===== config.mk =====
export PLATFORM = sky130hd
export DESIGN_NAME = pmp_mac_port
export DESIGN_NICKNAME = d
export VERILOG_FILES = /design/src/hw/pmp_pkg.sv /design/src/hw/pmp_two_entry_buf.sv /design/src/hw/pmp_mac_port.sv
export SDC_FILE = /design/constraint.sdc
export NUM_CORES = 1
export LEC_CHECK = 0
export BUFFER_PORTS_ARGS = -buffer_cell sky130_fd_sc_hd__buf_2
export CORE_ASPECT_RATIO = 1.4
export CORE_MARGIN = 5
export CORE_UTILIZATION = 52
export CTS_CLUSTER_DIAMETER = 120
export DETAILED_ROUTE_END_ITERATION = 8
export GPL_TIMING_DRIVEN = 0
export HOLD_SLACK_MARGIN = 0.03
export PLACE_DENSITY = 0.75
export SLEW_MARGIN = 25
export SYNTH_ARGS = -nofsm -noshare
export SYNTH_HDL_FRONTEND = slang
export SYNTH_HIERARCHICAL = 1
export SYNTH_SLANG_ARGS = --single-unit

===== constraint.sdc =====
create_clock -name clk_sys -period 2.4 [get_ports clk_sys]
set_clock_uncertainty 0.15 [all_clocks]
set_input_delay 0.36 -clock clk_sys [delete_from_list [all_inputs] [get_ports clk_sys]]
set_output_delay 0.36 -clock clk_sys [all_outputs]
set_load 0.02 [all_outputs]

===== src/hw/pmp_pkg.sv =====
package pmp_pkg;

  localparam int          CLK_PERIOD_NS  = 25;
  localparam int          LINK_PERIOD_NS = 400;
  localparam int          LINK_DIV_CYC   = LINK_PERIOD_NS / CLK_PERIOD_NS;
  localparam logic [3:0]  LINK_DIV_LAST  = 4'(LINK_DIV_CYC - 1);
  localparam logic [3:0]  LINK_HIGH_CYC  = 4'(LINK_DIV_CYC / 2);
  localparam int          SQE_DELAY_NS   = 1000;
  localparam int          SQE_WIDTH_NS   = 1000;
  localparam int          SQE_DELAY_CYC  = (SQE_DELAY_NS + CLK_PERIOD_NS - 1) / CLK_PERIOD_NS;
  localparam int          SQE_WIDTH_CYC  = (SQE_WIDTH_NS + CLK_PERIOD_NS - 1) / CLK_PERIOD_NS;
  localparam logic [6:0]  SQE_TOTAL      = 7'(SQE_DELAY_CYC + SQE_WIDTH_CYC);
  localparam logic [6:0]  SQE_WIDTH      = 7'(SQE_WIDTH_CYC);
  localparam logic [2:0]  TECH_PHONELINE = 3'h4;
  localparam logic [4:0]  MGMT_REG_CTRL  = 5'h00;
  localparam logic [4:0]  MGMT_REG_STAT  = 5'h01;
  localparam logic [4:0]  MGMT_BCAST     = 5'h00;
  localparam int          CTRL_RESET_BIT = 15;
  localparam int          CTRL_ANEG_BIT  = 12;
  localparam int          CTRL_PD_BIT    = 11;
  localparam int          CTRL_ISO_BIT   = 10;
  localparam int          STAT_ANEG_BIT  = 3;
  localparam logic [1:0]  OP_READ        = 2'h2;
  localparam logic [1:0]  OP_WRITE       = 2'h1;
  localparam logic [3:0]  ADDR_LAST      = 4'h4;
  localparam logic [3:0]  DATA_LAST      = 4'hF;
  localparam logic [1:0]  BUF_DEPTH      = 2'h2;

  typedef enum logic [2:0] {
    MG_IDLE  = 3'b000,
    MG_START = 3'b001,
    MG_OP    = 3'b010,
    MG_PHY   = 3'b011,
    MG_REG   = 3'b100,
    MG_TA    = 3'b101,
    MG_DATA  = 3'b110
  } pmp_mgmt_st_t;

  typedef struct packed {
    logic       txEn;
    logic [3:0] txd;
    logic       mdc;
    logic       mdio;
    logic       resetPinN;
    logic       isolateRequest;
    logic       powerDownRequest;
    logic       detachDefaultStrap;
    logic       autonegAbilityStrap;
    logic [4:0] stationAddressPins;
    logic [2:0] technologyStraps;
    logic       portSelectStrap;
  } pmp_pins_t;

  typedef struct packed {
    logic       txClk;
    logic       rxClk;
    logic       crs;
    logic       col;
    logic       rxDv;
    logic       rxEr;
    logic [3:0] rxd;
  } pmp_mii_out_t;

  typedef struct packed {
    pmp_pins_t    syncA;
    pmp_pins_t    syncB;
    logic         mdcPrev;
    logic         txEnPrev;
    logic         lowPowerPrev;
    logic         rstActive;
    logic [4:0]   stationAddr;
    logic [2:0]   tech;
    logic         portSel;
    logic         anegStrap;
    logic         isoBit;
    logic         pdBit;
    logic         anegEn;
    logic         softReq;
    logic [3:0]   linkDiv;
    logic [6:0]   sqeCnt;
    logic         sfdSeen;
    logic         oeN;
    pmp_mii_out_t out;
    pmp_mgmt_st_t mg;
    logic [3:0]   bitCnt;
    logic [15:0]  sh;
    logic         opRead;
    logic         phyMatch;
    logic [4:0]   regAddr;
    logic         mdioDrive;
    logic         mdioOut;
  } pmp_state_t;
endpackage : pmp_pkg


===== src/hw/pmp_two_entry_buf.sv =====
`timescale 1ns/10ps
module pmp_two_entry_buf import pmp_pkg::*; #(
  parameter int WIDTH = 4
) (
  input  wire logic             clk_sys,
  input  wire logic             srst,
  input  wire logic             inValid,
  input  wire logic [WIDTH-1:0] inData,
  output      logic             inReady,
  output      logic             outValid,
  output      logic [WIDTH-1:0] outData,
  input  wire logic             outReady
);
  typedef struct packed {
    logic [1:0][WIDTH-1:0] mem;
    logic                  wrPtr;
    logic                  rdPtr;
    logic [1:0]            count;
  } pmp_buf_t;

  pmp_buf_t state_reg;
  pmp_buf_t state_next;
  logic     push;
  logic     pop;

  assign inReady  = state_reg.count != BUF_DEPTH;
  assign outValid = state_reg.count != 2'h0;
  assign outData  = state_reg.mem[state_reg.rdPtr];
  assign push     = inValid && inReady;
  assign pop      = outValid && outReady;

  always_comb begin
    state_next = state_reg;
    if (push) begin
      state_next.mem[state_reg.wrPtr] = inData;
      state_next.wrPtr = !state_reg.wrPtr;
    end
    if (pop) begin
      state_next.rdPtr = !state_reg.rdPtr;
    end
    state_next.count = 2'(state_reg.count + 2'(push) - 2'(pop));
    if (srst) begin
      state_next = '0;
    end
  end

  always_ff @(posedge clk_sys) begin
    state_reg <= state_next;
  end
endmodule : pmp_two_entry_buf


===== src/hw/pmp_mac_port.sv =====
`timescale 1ns/10ps
module pmp_mac_port import pmp_pkg::*; (
  input  wire logic         clk_sys,
  input  wire logic         srst,
  input  wire pmp_pins_t    pinsIn,
  output      pmp_mii_out_t miiOut,
  output      logic         miiOeN,
  output      logic         mdioOut,
  output      logic         mdioOeN,
  output      logic [3:0]   lineTxData,
  output      logic         lineTxValid,
  input  wire logic         lineTxReady,
  output      logic         txBufReady,
  input  wire logic         lineRxActive,
  input  wire logic         lineRxSfd,
  input  wire logic         lineRxValid,
  input  wire logic [3:0]   lineRxData,
  input  wire logic         lineCollision,
  input  wire logic         txErrIn,
  output      logic         lowPowerState,
  output      logic         chipResetActive,
  output      logic         autonegEnable,
  output      logic         autonegAbility
);
  pmp_state_t state_reg;
  pmp_state_t state_next;
  logic       phoneline;
  logic       serialPort;
  logic       lowPower;
  logic       isolated;
  logic       clkRun;
  logic       tick;
  logic       capture;
  logic       serialTxBit;
  logic       serialRxBit;
  logic [3:0] capData;
  logic [3:0] divNext;
  logic       mdcRise;
  logic       mdioBit;
  logic [15:0] shiftIn;
  logic [15:0] ctrlWord;
  logic [15:0] statWord;
  logic        regKnown;

  assign phoneline   = state_reg.tech == TECH_PHONELINE;
  assign serialPort  = phoneline && !state_reg.portSel;
  assign lowPower    = state_reg.syncB.powerDownRequest || state_reg.pdBit;
  assign isolated    = state_reg.syncB.isolateRequest || state_reg.isoBit;
  // Phoneline clocks only burst while something moves
  assign clkRun      = !lowPower && (!phoneline || state_reg.syncB.txEn
                       || lineRxActive || lineTxValid);
  assign tick        = clkRun && state_reg.linkDiv == LINK_DIV_LAST;
  // A stopped divider waits on its last count, so the first rise of a burst samples
  assign divNext     = tick ? 4'h0
                     : (!clkRun ? LINK_DIV_LAST : 4'(state_reg.linkDiv + 4'h1));
  // Synced inputs lag the pins by two cycles, well inside the 400 ns period
  assign capture     = tick && state_reg.syncB.txEn;
  assign serialTxBit = state_reg.syncB.txd[0];
  assign capData     = serialPort ? {3'h0, serialTxBit} : state_reg.syncB.txd;
  assign serialRxBit = lineRxData[0];
  assign mdcRise     = state_reg.syncB.mdc && !state_reg.mdcPrev;
  assign mdioBit     = state_reg.syncB.mdio;
  assign shiftIn     = {state_reg.sh[14:0], mdioBit};
  assign ctrlWord    = (16'(state_reg.anegEn) << CTRL_ANEG_BIT)
                     | (16'(state_reg.pdBit) << CTRL_PD_BIT)
                     | (16'(state_reg.isoBit) << CTRL_ISO_BIT);
  assign statWord    = 16'(state_reg.anegStrap) << STAT_ANEG_BIT;
  assign regKnown    = state_reg.regAddr == MGMT_REG_CTRL || state_reg.regAddr == MGMT_REG_STAT;

  always_comb begin
    state_next = state_reg;
    state_next.syncA = pinsIn;
    state_next.syncB = state_reg.syncA;
    state_next.mdcPrev = state_reg.syncB.mdc;
    state_next.txEnPrev = state_reg.syncB.txEn;
    state_next.lowPowerPrev = lowPower;
    state_next.softReq = 1'b0;
    state_next.rstActive = !state_reg.syncB.resetPinN || state_reg.softReq
                           || (state_reg.lowPowerPrev && !lowPower);

    state_next.linkDiv = divNext;
    state_next.out.txClk = clkRun && divNext < LINK_HIGH_CYC;
    state_next.out.rxClk = clkRun && divNext < LINK_HIGH_CYC;
    // Set wins over the end-of-carrier clear
    state_next.sfdSeen = lineRxSfd || (state_reg.sfdSeen && lineRxActive);
    if (!lineRxActive) begin
      state_next.out.rxDv = 1'b0;
      state_next.out.rxd = 4'h0;
    end else if (tick) begin
      state_next.out.rxDv = state_reg.sfdSeen && lineRxValid;
      if (!(state_reg.sfdSeen && lineRxValid)) begin
        state_next.out.rxd = 4'h0;
      end else if (serialPort) begin
        state_next.out.rxd = {3'h0, serialRxBit};
      end else begin
        state_next.out.rxd = lineRxData;
      end
    end
    state_next.out.crs = state_reg.syncB.txEn || lineRxActive || lineTxValid;

    if (state_reg.txEnPrev && !state_reg.syncB.txEn && !phoneline) begin
      state_next.sqeCnt = SQE_TOTAL;
    end else if (state_reg.sqeCnt != 7'h00) begin
      state_next.sqeCnt = 7'(state_reg.sqeCnt - 7'h01);
    end
    state_next.out.col = lineCollision
      || (state_reg.sqeCnt != 7'h00 && state_reg.sqeCnt <= SQE_WIDTH);
    state_next.out.rxEr = 1'b0;
    state_next.oeN = isolated;

    // Management keeps running in isolation and power-down
    if (mdcRise) begin
      case (state_reg.mg)
        MG_IDLE: begin
          if (mdioBit) begin
            state_next.mg = MG_START;
            state_next.bitCnt = 4'h0;
          end
        end
        MG_START: begin
          if (state_reg.bitCnt == 4'h0) begin
            if (!mdioBit) begin
              state_next.bitCnt = 4'h1;
            end
          end else if (mdioBit) begin
            state_next.mg = MG_OP;
            state_next.bitCnt = 4'h0;
          end else begin
            state_next.mg = MG_IDLE;
          end
        end
        MG_OP: begin
          state_next.sh = shiftIn;
          state_next.bitCnt = 4'(state_reg.bitCnt + 4'h1);
          if (state_reg.bitCnt == 4'h1) begin
            state_next.bitCnt = 4'h0;
            state_next.opRead = shiftIn[1:0] == OP_READ;
            state_next.mg = (shiftIn[1:0] == OP_READ || shiftIn[1:0] == OP_WRITE)
                            ? MG_PHY : MG_IDLE;
          end
        end
        MG_PHY: begin
          state_next.sh = shiftIn;
          state_next.bitCnt = 4'(state_reg.bitCnt + 4'h1);
          if (state_reg.bitCnt == ADDR_LAST) begin
            state_next.bitCnt = 4'h0;
            state_next.phyMatch = shiftIn[4:0] == state_reg.stationAddr
                                  || shiftIn[4:0] == MGMT_BCAST;
            state_next.mg = MG_REG;
          end
        end
        MG_REG: begin
          state_next.sh = shiftIn;
          state_next.bitCnt = 4'(state_reg.bitCnt + 4'h1);
          if (state_reg.bitCnt == ADDR_LAST) begin
            state_next.bitCnt = 4'h0;
            state_next.regAddr = shiftIn[4:0];
            state_next.sh = (shiftIn[4:0] == MGMT_REG_CTRL) ? ctrlWord : statWord;
            state_next.mg = MG_TA;
          end
        end
        MG_TA: begin
          if (state_reg.bitCnt == 4'h0) begin
            state_next.bitCnt = 4'h1;
            // Unknown register or foreign address: pull-up returns ones
            state_next.mdioDrive = state_reg.opRead && state_reg.phyMatch && regKnown;
            state_next.mdioOut = 1'b0;
          end else begin
            state_next.bitCnt = 4'h0;
            state_next.mg = MG_DATA;
            state_next.mdioOut = state_reg.sh[15];
            state_next.sh = {state_reg.sh[14:0], 1'b0};
          end
        end
        MG_DATA: begin
          state_next.bitCnt = 4'(state_reg.bitCnt + 4'h1);
          if (state_reg.opRead) begin
            state_next.mdioOut = state_reg.sh[15];
            state_next.sh = {state_reg.sh[14:0], 1'b0};
          end else begin
            state_next.sh = shiftIn;
          end
          if (state_reg.bitCnt == DATA_LAST) begin
            state_next.mg = MG_IDLE;
            state_next.mdioDrive = 1'b0;
            if (!state_reg.opRead && state_reg.phyMatch
                && state_reg.regAddr == MGMT_REG_CTRL) begin
              state_next.pdBit = shiftIn[CTRL_PD_BIT];
              state_next.isoBit = shiftIn[CTRL_ISO_BIT];
              state_next.anegEn = shiftIn[CTRL_ANEG_BIT] && state_reg.anegStrap;
              state_next.softReq = shiftIn[CTRL_RESET_BIT];
            end
          end
        end
        default: begin
          state_next.mg = MG_IDLE;
        end
      endcase
    end

    // Straps are caught on the last cycles of every chip reset
    if (state_reg.rstActive) begin
      state_next.isoBit = state_reg.syncB.detachDefaultStrap;
      state_next.pdBit = 1'b0;
      state_next.anegStrap = state_reg.syncB.autonegAbilityStrap;
      state_next.anegEn = state_reg.syncB.autonegAbilityStrap;
      state_next.stationAddr = state_reg.syncB.stationAddressPins;
      state_next.tech = state_reg.syncB.technologyStraps;
      state_next.portSel = state_reg.syncB.portSelectStrap;
      state_next.softReq = 1'b0;
      state_next.linkDiv = LINK_DIV_LAST;
      state_next.sqeCnt = 7'h00;
      state_next.sfdSeen = 1'b0;
      state_next.out = '0;
      state_next.mg = MG_IDLE;
      state_next.bitCnt = 4'h0;
      state_next.mdioDrive = 1'b0;
      state_next.mdioOut = 1'b0;
    end
    if (srst) begin
      state_next = '0;
      state_next.rstActive = 1'b1;
    end
  end

  always_ff @(posedge clk_sys) begin
    state_reg <= state_next;
  end

  // Words arriving while both entries are full are dropped; txBufReady tells
  pmp_two_entry_buf #(.WIDTH(4)) txBuf (
    .clk_sys  (clk_sys),
    .srst     (srst),
    .inValid  (capture),
    .inData   (capData),
    .inReady  (txBufReady),
    .outValid (lineTxValid),
    .outData  (lineTxData),
    .outReady (lineTxReady)
  );

  assign miiOut          = state_reg.out;
  assign miiOeN          = state_reg.oeN;
  assign mdioOut         = state_reg.mdioOut;
  assign mdioOeN         = !state_reg.mdioDrive;
  assign lowPowerState   = lowPower;
  assign chipResetActive = state_reg.rstActive;
  assign autonegEnable   = state_reg.anegEn;
  assign autonegAbility  = state_reg.anegStrap;
endmodule : pmp_mac_port


# Word level (Yosys, flattened, before mapping)
# Cells that the tools add are included.
[totals]
regBits = 126
in_bits = 33
output_inout_bits = 23
wordCells = 218
[op_classes]
addsub = 5
n_lt_le_gt_ge = 5
n_eq_ne = 27
n_mux = 41
bitwise = 7
n_reduce_logical = 73
[ops]
columns = ["operator", "n"]
rows = [
  ["16-bit case mux with 4 select lines", 1],
  ["4-bit 2-to-1 mux", 15],
  ["7-bit 2-to-1 mux", 5],
  ["16-bit 2-to-1 mux", 2],
  ["4-bit case mux with 7 select lines", 1],
  ["23-bit 2-to-1 mux", 1],
  ["3-bit case mux with 7 select lines", 1],
  ["1-bit logical AND", 20],
  ["2-bit inequality test (second input constant)", 10],
  ["3-bit AND reduction", 5],
  ["1-bit logical OR", 14],
  ["2-bit nonzero test", 7],
  ["7-bit nonzero test", 2],
  ["13-bit 2-to-1 mux", 1],
  ["13-bit by 11-bit OR with 13-bit output", 1],
  ["13-bit by 12-bit OR with 13-bit output", 1],
  ["3-bit equality test (second input constant)", 4],
  ["4-bit AND reduction", 3],
  ["1-bit logical NOT", 10],
  ["5-bit logical NOT", 2],
  ["3-bit 2-to-1 mux", 3],
  ["4-bit by 1-bit adder with 4-bit output (second input constant)", 2],
  ["8-bit bitwise mux", 1],
  ["4-bit equality test (second input constant)", 2],
  ["29 further kinds", 44],
]

# Logic depth before layout (Yosys ltp)
[logic_depth]
word_depth = 11
mapped_depth = 11
ltp_nobuf = 11

# Modules after synthesis
# Netlist, hierarchy kept.
[by_module_without_submodules]
columns = ["mod", "n_inst", "cells_each", "area_per_inst_um2", "seq_area_each_um2"]
rows = [
  ["pmp_mac_port", 1, 505, 4650.7, 2262.2],
  ["pmp_two_entry_buf", 1, 56, 590.6, 240.2],
]

# Worst setup path before layout
# Ideal clock, no wire load.
[synth_path]
path_type = "reg-to-reg"
from = "register state_reg[61] (netlist bit)"
to = "register txBuf/state_reg[1] (netlist bit)"
setup_ns = 0.126
arrival_time_ns = 2.225
t_required_ns = 2.124
path_slack_ns = -0.101
stages_incl_launch_ff = 12
n_path_buf = 0
synth_period_minus_slack_ns = 2.501
cell_sequence = "dfxtp_1 or3b_2 o41ai_4 nor2_1 and2_1 nand2_1 ha_1 inv_1 ha_1 xor2_1 and2_2 nor3_1"
[synth_via]
elab_chain_len = 11
[synth_lines]
columns = ["element", "line", "source"]
rows = [
  ["start: declaration", "pmp_mac_port.sv:25", "pmp_state_t state_reg;"],
  ["start signal: assignment", "pmp_mac_port.sv:227", "state_reg <= state_next;"],
  ["3-bit equality test", "pmp_mac_port.sv:45", "assign phoneline = state_reg.tech == TECH_PHONELINE;"],
  ["1-bit logical NOT", "pmp_mac_port.sv:50", "assign clkRun = !lowPower && (!phoneline || state_reg.syncB.txEn"],
  ["1-bit logical OR", "pmp_mac_port.sv:50", ""],
  ["1-bit logical OR (2 in a row)", "pmp_mac_port.sv:51", "|| lineRxActive || lineTxValid);"],
  ["1-bit logical AND", "pmp_mac_port.sv:50", ""],
  ["1-bit logical AND", "pmp_mac_port.sv:52", "assign tick = clkRun && state_reg.linkDiv == LINK_DIV_LAST;"],
  ["1-bit logical AND", "pmp_mac_port.sv:57", "assign capture = tick && state_reg.syncB.txEn;"],
  ["via capture", "pmp_mac_port.sv:33", "logic capture;"],
  ["1-bit logical AND", "pmp_two_entry_buf.sv:29", "assign push = inValid && inReady;"],
  ["2-bit by 1-bit adder with 2-bit output", "pmp_two_entry_buf.sv:41", "state_next.count = 2'(state_reg.count + 2'(push) - 2'(pop));"],
  ["2-bit by 1-bit subtractor with 2-bit output", "pmp_two_entry_buf.sv:41", ""],
  ["end signal: assignment", "pmp_two_entry_buf.sv:48", "state_reg <= state_next;"],
  ["end: declaration", "pmp_two_entry_buf.sv:21", "pmp_buf_t state_reg;"],
]
# The timed path passes the listed nets, and every way through them passes these cells.
# A chain may end at the register's enable or synchronous reset.

# Worst setup path in the final report
# Ends and elaborated chain as after synthesis.

==> reports/results.ini <==
[outcome]
outcome=finished with violations
violations=setup timing

[global_route]
first_global_vias=4210
globalRoute.totalOverflow=0
gr-usage-met3_pct=5.67
antenna_found_initial=0
use_met1_pct=21.6
grt_busiest_layer=met2
globalRouteTotalUtil_pct=20.1
grtUsageMet2_pct=36.8
first_pass_grt_wire_length_um=19200
grt_max_degree=17

[power]
pwr-share-clk_pct=48.6
power.total_mw=4.81
netSwitchingFraction_pct=21.6
irDropWorstVdd_mv=0.636
p_comb_share_pct=6.2
pwr_density_cell_mw_per_mm2=736
power_switching_mw=1.04
internal_power_mw=3.77
part_of_the_power_in_registers_pct=45.2
power.static_leakage_nw=2.74

[routing]
drc=0
drtIter0Drc=328
route.final.wire_length_um=11700
drt-pass1-iter-count=6
dr_total_vias=4167
via_per_inst=5.18
detail-route-antenna-nets=0
routed_wire_length_per_instance_um=14.5

[synth]
synth-seq-area-share_pct=47.7
synth_seq_cells=125
post_synth_inst_count=561
synth.cell_area_mm2=0.00524
synth_top_cell_by_area=sky130_fd_sc_hd__dfxtp_1
synth_area_leaders=sky130_fd_sc_hd__dfxtp_1, sky130_fd_sc_hd__nor2b_1, sky130_fd_sc_hd__mux2i_1
netlist.area_leader.share_pct=47.7
synth_fp_nets=605
synth_edf_count=0
syn_avg_cell_area_um2=9.34
synth-async-reset-ratio_pct=0
netlist-cell-type-count=63
synth_ff_type=sky130_fd_sc_hd__dfxtp_1
yosys_warnings=6

[timing]
maxSlewHeadroom_pct=53.2
final.min_clock_period_ns=2.41
total_neg_setup_slack_ns=-0.0123
final_ws_setup_ns=-0.0123
post-route-period-util_pct=101
tightest_slew_ns=0.699
rsz0062_at_grt=true
timing.fmax_mhz=415
setup_viol_count_final=1
finalHoldViolCount=0
slew_violations=0

[cells_and_area]
layout.cell_area.non_filler_mm2=0.00653
layout_common_cells=sky130_fd_sc_hd__dfxtp_1, sky130_fd_sc_hd__nor2_1, sky130_fd_sc_hd__buf_2
layout.core_utilization_pct=66.0
largest_reg_flops=83
area.growth.synth_to_final_pct=24.6
num-nets-final=702
antenna-diode-count=0
drive_gt1_share_pct=21.4
mostFrequentLayoutCell=sky130_fd_sc_hd__dfxtp_1

[clock_tree]
cts-root-buf=sky130_fd_sc_hd__clkbuf_16
clock_sink_count=125
clock_insertion_delay_worst_skew_ns=0.41
clock_tree_from_tritoncts=yes
cts.htree.levels=4
cts_inserted_buffers=17
ctsLongestPathBuffers=2
register_clock_pin_slew_on_the_reported_worst_setup_and_hold_paths_ns=0.05

[setup_path]
path_max_fanout=3
cp_top_family=simple AND/OR/NAND/NOR gates
critPathKind=reg -> reg
worst-path-buf-inv=1
timing.critical_path.to_type=flip-flop
cpPeakStageDelay_ns=0.41
cp.arrival_ns=2.55
worst_setup_path_start_kind=flip-flop
cpMaxStageDelayCell=sky130_fd_sc_hd__or3b_4
cp.required_ns=2.54
worstPathCellList=or3b_4 > o41ai_4 > nor2_4 > and2_4 > nand2_4 > ha_4 > inv_2 > ha_4 > xor2_2 > and2_4 > nor3_2

[floorplan]
dieHeight_um=129
placementRows=43
chip_width_um=94.9
ios=56
floorplan.initialDensity_pct=52.9
floorplan.die_area_mm2=0.0122
core_area_mm2=0.00990

[placement]
placement.setup.worst_slack_ns=-0.347
gp_routability_congestion=0.880
dp.final_hpwl_um=7910
placed_area_mm2=0.00568
port-buffer-count=53

[flow_run]
max-cap-violations=0

[min_path]
min-delay-path-class=in -> reg

-- worst register-to-register path, delay by kind of cell, from the launching register on --
kind / cells / cell delay [ns]
XOR/XNOR: 1 / 0.15
buffers and inverters: 1 / 0.06
adder cells (fa/ha/maj): 2 / 0.33
flip-flops: 1 / 0.32
AND/OR/NAND/NOR: 6 / 0.90
AO/OA/AOI/OAI: 1 / 0.39
-- final cells by class --
cell class / count / area (um^2)
clock inverter: 7 / 65.1
multi-input combinational: 384 / 2530
clock buffer: 23 / 478
sequential: 125 / 2510
tap: 135 / 169
timing repair buffer: 78 / 500
fill: 805 / 3370
buffer: 41 / 239
inverter: 11 / 41.3
-- kinds of logic after synthesis --
kind of cell	after synthesis	share of synthesized area [%]
multiplexers	32	6.21
AO/OA/AOI/OAI	75	9.55
other	1	0.0715
XOR/XNOR	15	2.51
buffers and inverters	52	5.30
flip-flops	125	47.7
adder cells (fa/ha/maj)	11	2.63
AND/OR/NAND/NOR	250	26.0
-- Yosys cell counts (all sizes together), types with 12 or more instances --
cell,instances
dfxtp,125
nor2,64
nor2b,51
nand2,37
a21oi,35
mux2i,28
buf,27
nand3,24
nand2b,20
clkbuf,14
nor3,12
-- power groups by stage --
stage / logic [mW] / clock network (mW) / registers [mW]
final: 0.299 / 2.34 / 2.17
after global routing: 0.331 / 2.46 / 2.18
after CTS: 0.286 / 2.37 / 2.17
after detailed placement: 0.249 / 0 / 2.21
after global placement: 0.240 / 0 / 2.21
after floorplan: 0.171 / 0 / 2.21
-- stage by stage --
step,hold WS [ns],instances
4_1_cts,0.0312,801
3_5_place_dp,0.217,749
5_1_grt,0.0387,804
6_report,0.0310,804
2_1_floorplan,0.203,561
3_3_place_gp,0.211,749
-- path summary, 6_finish.rpt --
check                      from                  to  slack (ns)  depth (start not counted)
hold / removal        pinsIn[5]       state_reg[99]        0.03                          2
setup reg to reg  state_reg[61]  txBuf/state_reg[1]       -0.01                         11
hold reg to reg   state_reg[86]     chipResetActive        0.23                          1
setup / recovery  state_reg[61]  txBuf/state_reg[1]       -0.01                         11
-- per-layer routing --
metal | vias to the layer above | part of all wire [%]
met5 | - | 0
met4 | 0 | 1.9
met3 | 22 | 3.7
met2 | 94 | 55
met1 | 1972 | 39
li1 | 2079 | -
-- timing repair --
action	CTS	global route
setup endpoints to repair	2	8
pin swaps	4	5
gates resized for setup	7	10
setup buffers	3	3
endpoints found under the hold margin	19	0
hold buffers	19	0
(Power assumes the default switching activity.)
